===== config.mk =====
export PLATFORM = sky130hd
export DESIGN_NAME = dcsl_top
export DESIGN_NICKNAME = d
export VERILOG_FILES = /design/src/rtl/dcsl_pkg.sv /design/src/rtl/dcsl_filter.sv /design/src/rtl/dcsl_baud.sv /design/src/rtl/dcsl_top.sv
export SDC_FILE = /design/constraint.sdc
export NUM_CORES = 1
export LEC_CHECK = 0
export ABC_AREA = 1
export BUFFER_PORTS_ARGS = -buffer_cell sky130_fd_sc_hd__buf_4
export CORE_ASPECT_RATIO = 0.9
export CORE_UTILIZATION = 53
export CTS_CLUSTER_DIAMETER = 30
export DETAILED_ROUTE_END_ITERATION = 12
export PLACE_DENSITY_LB_ADDON = 0.05
export REMOVE_ABC_BUFFERS = 1
export SYNTH_ARGS = -nofsm -noshare
export SYNTH_HDL_FRONTEND = slang
export SYNTH_SLANG_ARGS = --single-unit

===== constraint.sdc =====
create_clock -name clk -period 2.57 [get_ports clk]
set_clock_uncertainty 0.1 [all_clocks]
set_input_delay 0 -clock clk [delete_from_list [all_inputs] [get_ports clk]]
set_output_delay 0 -clock clk [all_outputs]
set_load 0.005 [all_outputs]

===== src/rtl/dcsl_pkg.sv =====
// Purpose: shared constants and types for the dual channel stop logic
// Assumes: 200 MHz control clock
// Notes: terminal function codes are the selectable output assignments
package dcsl_pkg;
  localparam int unsigned CLK_HZ = 200_000_000;
  localparam int unsigned HOLD_TIME_US = 2000;
  localparam int unsigned HOLD_CYCLES = (CLK_HZ / 1_000_000) * HOLD_TIME_US;
  localparam int unsigned BAUD_MAX = 38400;
  localparam int unsigned BAUD_DIV_MIN = (CLK_HZ + BAUD_MAX - 1) / BAUD_MAX;
  // register offsets
  localparam logic [3:0] REG_CTRL = 4'h0;
  localparam logic [3:0] REG_TERM_SEL = 4'h1;
  localparam logic [3:0] REG_STATUS = 4'h2;
  localparam logic [3:0] REG_FAULT = 4'h3;
  localparam logic [3:0] REG_SERIAL = 4'h4;
  localparam logic [3:0] REG_CMD = 4'h5;
  localparam logic [3:0] REG_MON = 4'h6;
  // function codes
  localparam logic [7:0] FN_RUN = 8'h00;
  localparam logic [7:0] FN_FREQ = 8'h01;
  localparam logic [7:0] FN_STOP_POS = 8'h50;
  localparam logic [7:0] FN_HEALTH_POS = 8'h51;
  localparam logic [7:0] FN_STOP_NEG = 8'hB4;
  localparam logic [7:0] FN_HEALTH_NEG = 8'hB5;
  // reset values
  localparam logic [23:0] TERM_SEL_RST = 24'h00_0100;
  localparam logic [15:0] BAUD_DIV_RST = 16'h1459;
  localparam logic [7:0] CTRL_RST = 8'h00;
  typedef enum logic [1:0] {DCSL_PROTO_DRIVE, DCSL_PROTO_MODBUS} dcsl_proto_e;
  typedef enum logic [2:0] {
    DCSL_FLT_NONE, DCSL_FLT_A, DCSL_FLT_B, DCSL_FLT_C, DCSL_FLT_D
  } dcsl_fault_e;
  typedef struct packed {
    logic run_flag;
    logic freq_flag;
    logic stop_flag;
    logic health_flag;
  } dcsl_sig_s;
  typedef struct packed {
    logic wr;
    logic rd;
    logic [3:0] addr;
    logic [31:0] wdata;
  } dcsl_bus_s;
endpackage


===== src/rtl/dcsl_filter.sv =====
// Purpose: pin synchroniser and hold-time filter for one stop channel
// Assumes: pin is asynchronous to clk
// Notes: recognised level changes only after HOLD cycles of stable input
`timescale 1ns/1ps
module dcsl_filter
  import dcsl_pkg::*;
#(
  parameter int unsigned HOLD = HOLD_CYCLES
)
(
  input wire logic clk,
  input wire logic rst_b,
  input wire logic pin,
  output logic level
);
  localparam int unsigned CW = $clog2(HOLD + 1);
  logic s1_q, s2_q, s3_q;
  logic [CW-1:0] cnt_q;
  always_ff @(posedge clk)
  begin
    if (!rst_b)
    begin
      s1_q <= 1'b0;
      s2_q <= 1'b0;
      s3_q <= 1'b0;
    end
    else
    begin
      s1_q <= pin;
      s2_q <= s1_q;
      s3_q <= s2_q;
    end
  end
  // count agreeing samples that differ from the recognised level
  always_ff @(posedge clk)
  begin
    if (!rst_b)
    begin
      cnt_q <= '0;
      level <= 1'b0;
    end
    else if ((s2_q != s3_q) || (s3_q == level))
      cnt_q <= '0;
    else if (cnt_q == CW'(HOLD - 1))
    begin
      cnt_q <= '0;
      level <= s3_q;
    end
    else
      cnt_q <= cnt_q + 1'b1;
  end
endmodule // dcsl_filter


===== src/rtl/dcsl_baud.sv =====
// Purpose: bit-rate enable divider for the operator port
// Assumes: divisor written by software
// Notes: emits one-cycle enable pulses
`timescale 1ns/1ps
module dcsl_baud
  import dcsl_pkg::*;
(
  input wire logic clk,
  input wire logic rst_b,
  input wire logic [15:0] div,
  output logic tick
);
  logic [15:0] cnt_q;
  always_ff @(posedge clk)
  begin
    if (!rst_b)
    begin
      cnt_q <= '0;
      tick <= 1'b0;
    end
    else if (cnt_q >= div - 16'h0001)
    begin
      cnt_q <= '0;
      tick <= 1'b1;
    end
    else
    begin
      cnt_q <= cnt_q + 16'h0001;
      tick <= 1'b0;
    end
  end
endmodule // dcsl_baud


===== src/rtl/dcsl_top.sv =====
// Purpose: safety stop decision logic with status terminals and operator port control
// Assumes: channel pins high when closed to common; power_ok from supply monitor
// Notes: fault sources arrive as level inputs from the safety circuit monitors
//
// Chosen here: the address map and strobed register access.
`timescale 1ns/1ps
module dcsl_top
  import dcsl_pkg::*;
#(
  parameter int unsigned HOLD = HOLD_CYCLES
)
(
  input wire logic clk,
  input wire logic rst_b,
  input wire logic stop_channel_one,
  input wire logic stop_channel_two,
  input wire logic power_ok,
  input wire logic [3:0] fault_src,
  input wire logic run_state,
  input wire logic freq_state,
  input wire logic [3:0] addr,
  input wire logic [31:0] wdata,
  input wire logic wr,
  input wire logic rd,
  output logic [31:0] rdata,
  output logic drive_enable,
  output logic run_terminal_on,
  output logic freq_detect_terminal_on,
  output logic third_terminal_on,
  output logic [2:0] display_code,
  output logic stop_active_indication,
  output logic serial_tick,
  output logic [1:0] serial_proto,
  output logic serial_multidrop,
  output logic host_run_cmd
);
  logic pwr_a_q, pwr_b_q, pwr_c_q, pwr_q;
  logic ch1_lvl, ch2_lvl;
  logic mismatch, fault_any;
  dcsl_sig_s sig;
  dcsl_fault_e fault_d;
  logic [7:0] sel_run_q, sel_freq_q, sel_third_q;
  logic [15:0] baud_div_q;
  logic proto_q;
  logic run_cmd_q;
  logic [7:0] ctrl_q;
  logic tick;

  dcsl_filter #(.HOLD(HOLD)) u_ch1 (
    .clk(clk),
    .rst_b(rst_b),
    .pin(stop_channel_one),
    .level(ch1_lvl)
  );
  dcsl_filter #(.HOLD(HOLD)) u_ch2 (
    .clk(clk),
    .rst_b(rst_b),
    .pin(stop_channel_two),
    .level(ch2_lvl)
  );
  dcsl_baud u_baud (
    .clk(clk),
    .rst_b(rst_b),
    .div(baud_div_q),
    .tick(tick)
  );

  // power monitor synchroniser
  always_ff @(posedge clk)
  begin
    if (!rst_b)
    begin
      pwr_a_q <= 1'b0;
      pwr_b_q <= 1'b0;
      pwr_c_q <= 1'b0;
      pwr_q <= 1'b0;
    end
    else
    begin
      pwr_a_q <= power_ok;
      pwr_b_q <= pwr_a_q;
      pwr_c_q <= pwr_b_q;
      if (pwr_b_q == pwr_c_q)
        pwr_q <= pwr_c_q;
    end
  end

  // maps a terminal selection code onto the internal signals
  function automatic logic term_out(input logic [7:0] code, input dcsl_sig_s s);
    unique case (code)
      FN_RUN: term_out = s.run_flag;
      FN_FREQ: term_out = s.freq_flag;
      FN_STOP_POS: term_out = s.stop_flag;
      FN_STOP_NEG: term_out = !s.stop_flag;
      FN_HEALTH_POS: term_out = s.health_flag;
      FN_HEALTH_NEG: term_out = !s.health_flag;
      default: term_out = 1'b0;
    endcase
  endfunction

  assign mismatch = ch1_lvl != ch2_lvl;
  assign fault_any = mismatch || (|fault_src);

  always_comb
  begin
    sig.run_flag = run_state && !ctrl_q[0];
    sig.freq_flag = freq_state;
    sig.stop_flag = !fault_any && !ch1_lvl && !ch2_lvl;
    sig.health_flag = !fault_any;
  end

  // four distinct indications, mismatch reported as the first
  always_comb
  begin
    if (mismatch || fault_src[0])
      fault_d = DCSL_FLT_A;
    else if (fault_src[1])
      fault_d = DCSL_FLT_B;
    else if (fault_src[2])
      fault_d = DCSL_FLT_C;
    else if (fault_src[3])
      fault_d = DCSL_FLT_D;
    else
      fault_d = DCSL_FLT_NONE;
  end

  // drive gate and status terminals
  always_ff @(posedge clk)
  begin
    if (!rst_b)
    begin
      drive_enable <= 1'b0;
      run_terminal_on <= 1'b0;
      freq_detect_terminal_on <= 1'b0;
      third_terminal_on <= 1'b0;
    end
    else if (!pwr_q)
    begin
      drive_enable <= 1'b0;
      run_terminal_on <= 1'b0;
      freq_detect_terminal_on <= 1'b0;
      third_terminal_on <= 1'b0;
    end
    else
    begin
      drive_enable <= !fault_any && ch1_lvl && ch2_lvl;
      run_terminal_on <= term_out(sel_run_q, sig);
      freq_detect_terminal_on <= term_out(sel_freq_q, sig);
      third_terminal_on <= term_out(sel_third_q, sig);
    end
  end

  // operator display
  always_ff @(posedge clk)
  begin
    if (!rst_b)
    begin
      display_code <= 3'h0;
      stop_active_indication <= 1'b0;
    end
    else
    begin
      display_code <= fault_d;
      stop_active_indication <= pwr_q && sig.stop_flag;
    end
  end

  // register writes
  always_ff @(posedge clk)
  begin
    if (!rst_b)
    begin
      sel_run_q <= TERM_SEL_RST[7:0];
      sel_freq_q <= TERM_SEL_RST[15:8];
      sel_third_q <= TERM_SEL_RST[23:16];
      baud_div_q <= BAUD_DIV_RST;
      proto_q <= 1'b0;
      ctrl_q <= CTRL_RST;
    end
    else if (wr)
    begin
      unique case (addr)
        REG_CTRL: ctrl_q <= wdata[7:0];
        REG_TERM_SEL:
        begin
          sel_run_q <= wdata[7:0];
          sel_freq_q <= wdata[15:8];
          sel_third_q <= wdata[23:16];
        end
        REG_SERIAL:
        begin
          // clamp divisor so the rate never exceeds the port maximum
          if (wdata[15:0] < 16'(BAUD_DIV_MIN))
            baud_div_q <= 16'(BAUD_DIV_MIN);
          else
            baud_div_q <= wdata[15:0];
          proto_q <= wdata[16];
        end
        default: ;
      endcase
    end
  end

  // host run command; a standing fault wins over a host write
  always_ff @(posedge clk)
  begin
    if (!rst_b)
      run_cmd_q <= 1'b0;
    else if (fault_any)
      run_cmd_q <= 1'b0;
    else if (wr && (addr == REG_CMD))
      run_cmd_q <= wdata[0];
  end

  // register reads, data stand the cycle after the strobe
  always_ff @(posedge clk)
  begin
    if (!rst_b)
      rdata <= '0;
    else if (rd)
    begin
      unique case (addr)
        REG_CTRL: rdata <= {24'h00_0000, ctrl_q};
        REG_TERM_SEL: rdata <= {8'h00, sel_third_q, sel_freq_q, sel_run_q};
        REG_STATUS: rdata <= {26'h000_0000, pwr_q, ch2_lvl, ch1_lvl, drive_enable,
                              sig.health_flag, sig.stop_flag};
        REG_FAULT: rdata <= {25'h000_0000, fault_src, fault_d};
        REG_SERIAL: rdata <= {15'h0000, proto_q, baud_div_q};
        REG_CMD: rdata <= {31'h0000_0000, run_cmd_q};
        REG_MON: rdata <= {29'h0000_0000, third_terminal_on, freq_detect_terminal_on,
                           run_terminal_on};
        default: rdata <= '0;
      endcase
    end
    else
      rdata <= '0;
  end

  // serial port control
  always_ff @(posedge clk)
  begin
    if (!rst_b)
    begin
      serial_tick <= 1'b0;
      serial_proto <= 2'h0;
      serial_multidrop <= 1'b0;
      host_run_cmd <= 1'b0;
    end
    else
    begin
      serial_tick <= tick;
      serial_proto <= proto_q ? DCSL_PROTO_MODBUS : DCSL_PROTO_DRIVE;
      serial_multidrop <= 1'b1;
      host_run_cmd <= run_cmd_q && drive_enable;
    end
  end
endmodule // dcsl_top


==> run metrics <==
GPL Wtd Cong a little under 0.9; post-synth top area share 0.413; R2R Setup Slk -0.03 ns; Comb power frac 0.067; ANT nets after route 0; DP Worst Slack -0.0236 ns; sequential power share 0.462; Crit path arrival time ~2.9 ns; share of flip-flops with an asynchronous set or reset 0; FF+latch count, synth approximately 150; pwr/cell area roughly 560 mW/mm^2; CTS tree done; critical path launch point type flop; worst-case vdd ir drop around 490 uV; area of the mapped netlist 0.00742 sq mm; initial antenna violation count 0; Initial Util 0.549; Worst setup EP type flop; mean post-synth cell area slightly above 7 sq um; Leakage between 3 and 4 nW; Worst R2R End u_baud.cnt_q[1]; core area around 0.014 sq mm; diode count 0; Detail Placement HPWL 12500 um; worst setup margin -0.0331 ns; switching share of power 0.238; nets about 1200; Top FF cell, synth dfxtp_1; NetSw around 1.3 mW; Detailed Routing Iterations Pass 1 7; CP max FO 8; drt drc 0; gr ovfl total 0; biggest area consumer among synthesized cells dfxtp_1; first-pass GRT wire length about 30000 um; CTS clk-pin slew, worst paths roughly 0.060 ns; Final setup viols 15; count leader, synth nand2_1; Clk network pwr share 0.471; Pwr Total around 5.3 mW; Final Hold Violating Endpoints 0; Root Buffer clkbuf_16; failing checks negative setup slack; most instantiated cells after synthesis nand2_1, dfxtp_1, inv_1; gr usage total 0.260; initial DRC count about 600; FMAX about 0.38 GHz; row count 40; die height about 110 um; post-route setup TNS -0.184 ns; FILL cells approximately 1200; number of buffers created by CTS 17; Hold Path Sink run_cmd_q; DP Cell Count 1281; clk sink count 153; max_cap viols 0; RSZ-0062 raised after global routing yes; share of layout cells above drive strength 1 0.158; Clock Path Buffers 2; CTS H-tree depth 4; largest net degree at the start of global routing 42; vias in the first global route between 6000 and 7000; area occupied by multi-input gates 0.00380 sq mm; minimum clock period ~2.6 ns; Synth warnings 0; Final Non-Filler Cells roughly 1400; Total Routed Length ~18000 um; input/output buffers 76; Min-Delay Path Depth 7; Tcrit/Tclk final 1.01; worst r2r path cells 17; status finished, violations left; Post-synth EDFFs 0; gate count of the mapped netlist ~1000; Register Area 0.00307 sq mm; Worst Hold Class in2reg; via density per instance 5.08; Layout area overhead 26.3%; clk_lat worst skew around 0.43 ns; library cells used by synthesis slightly above 40; Slew Limit Fails 0; Vias a little under 7000; Die ar. about 0.014 sq mm; crit path kind reg2reg; I/O Pins 94; reg2reg start baud_div_q[2]; Synth area leaders dfxtp_1, nand2_1, inv_1, nor2_1, a21oi_1; Die X ~130 um; P_int around 4 mW; WL per Instance around 13 um; hold wc startpoint addr[0]; Critical Path RT about 2.8 ns; sequential-to-total area share from yosys stat 0.413
flip-flops by register name, indices dropped and copies added (netlist names), 3 cells and up:
name	flops
u_baud.cnt_q	16
sel_run_q	8
sel_third_q	8
baud_div_q	16
u_ch2.cnt_q	19
sel_freq_q	8
display_code	3
u_ch1.cnt_q	19
rdata	24
ctrl_q	8
per-layer routing:
metal	part of all wire	GRT usage	vias up
met5	0	0	-
met4	0.016	0.0881	0
met3	0.046	0.0542	27
met2	0.46	0.421	189
met1	0.48	0.348	3099
li1	-	-	3582
power by group through the flow:
| stage | Clock (mW) | Sequential (mW) | Combinational, mW |
|---|---|---|---|
| after floorplan | 0 | 2.47 | 0.147 |
| after global placement | 0 | 2.48 | 0.282 |
| after detailed placement | 0 | 2.48 | 0.284 |
| after CTS | 2.52 | 2.43 | 0.334 |
| after global routing | 2.63 | 2.43 | 0.394 |
| final | 2.47 | 2.43 | 0.355 |
worst max-delay path, stage by stage (launching register included):
cell,delay (ns)
dfxtp_1,0.35
nor2_1,0.21
nand2_4,0.07
nor3_2,0.15
buf_4,0.15
nand2_2,0.06
nor2_2,0.11
xor2_1,0.16
inv_1,0.09
ha_4,0.16
nand2_2,0.04
nand2_1,0.05
nand3_1,0.06
nand2_1,0.06
a21oi_2,0.14
nand4_1,0.24
clkbuf_16,0.26
nor2_2,0.09
cells in the final DEF, fill, tap and decap left out, types with 2 or more instances in the layout:
master and instances:
nand2_1 207, dfxtp_1 151, inv_1 139, nor2_1 126
buf_4 90, a21oi_1 81, nand3_1 53, o21ai_0 51
dlygate4sd3_1 43, nor3_1 31, xor2_1 22, nand4_1 20
xnor2_1 19, ha_1 18, clkbuf_16 18, nor2_4 15
nor2_2 10, inv_2 10, nand2_2 9, conb_1 9
o22ai_1 8, nor3_2 4, nor4_1 4, or2_2 4
nand3b_1 4, a21oi_2 3, a31oi_1 3, clkinvlp_4 3
inv_6 3, clkbuf_1 3, nand2_4 2, nand3_2 2
o21ai_1 2, or2_0 2, ha_4 2, dfxtp_2 2
clkinv_4 2, bufinv_16 2
per-stage QoR:
step           instance area [sq um]   util  hold WS (ns)
6_report                        9370  0.693        0.0299
3_3_place_gp                    8150  0.603        0.0824
3_5_place_dp                    8150  0.603        0.0851
2_1_floorplan                   7260      -       -0.0723
5_1_grt                         9370  0.693        0.0698
4_1_cts                         9170  0.679       0.00432
how the worst max path moves through the flow:
stage | end | cells past startpoint | slack [ns] | startpoint
global placement | u_baud.cnt_q[15] | 16 | 0.03 | baud_div_q[0]
CTS | u_baud.cnt_q[6] | 13 | 0.004 | baud_div_q[2]
global route | u_baud.cnt_q[1] | 17 | -0.19 | baud_div_q[2]
detailed placement | u_baud.cnt_q[14] | 16 | -0.02 | baud_div_q[0]
floorplan | u_baud.cnt_q[0] | 14 | -0.02 | baud_div_q[0]
finish | u_baud.cnt_q[1] | 17 | -0.03 | baud_div_q[2]
cell families (layout without fill, tap and decap cells):
| group | count (synthesis) | after routing | share of synthesized area |
|---|---|---|---|
| xor gates and xnor gates | 41 | 41 | 0.0484 |
| DFF | 153 | 153 | 0.413 |
| AOI/OAI and AO/OA | 153 | 153 | 0.108 |
| other | 1 | 9 | 0.000506 |
| buffers and inverters | 182 | 317 | 0.101 |
| adders and majority gates | 20 | 20 | 0.0337 |
| and+or+nand+nor | 498 | 498 | 0.295 |
final cells by class:
cell class	count	share of cell area
well taps	168	0.0224
clock buffers	20	0.0466
flip-flops and latches	153	0.327
repair buffers	135	0.123
clock inverters	12	0.0152
inverters	150	0.0601
multi-input cells	721	0.406
repair_timing:
item                                    CTS  global route
pin swaps                                 1            13
gates cloned                              0             1
gates resized for setup                   5            42
hold endpoints to repair                 75             0
hold buffers                             43             0
endpoints found under the setup margin   16            17
buffers inserted                          0             2
(Power assumes the default switching activity.)
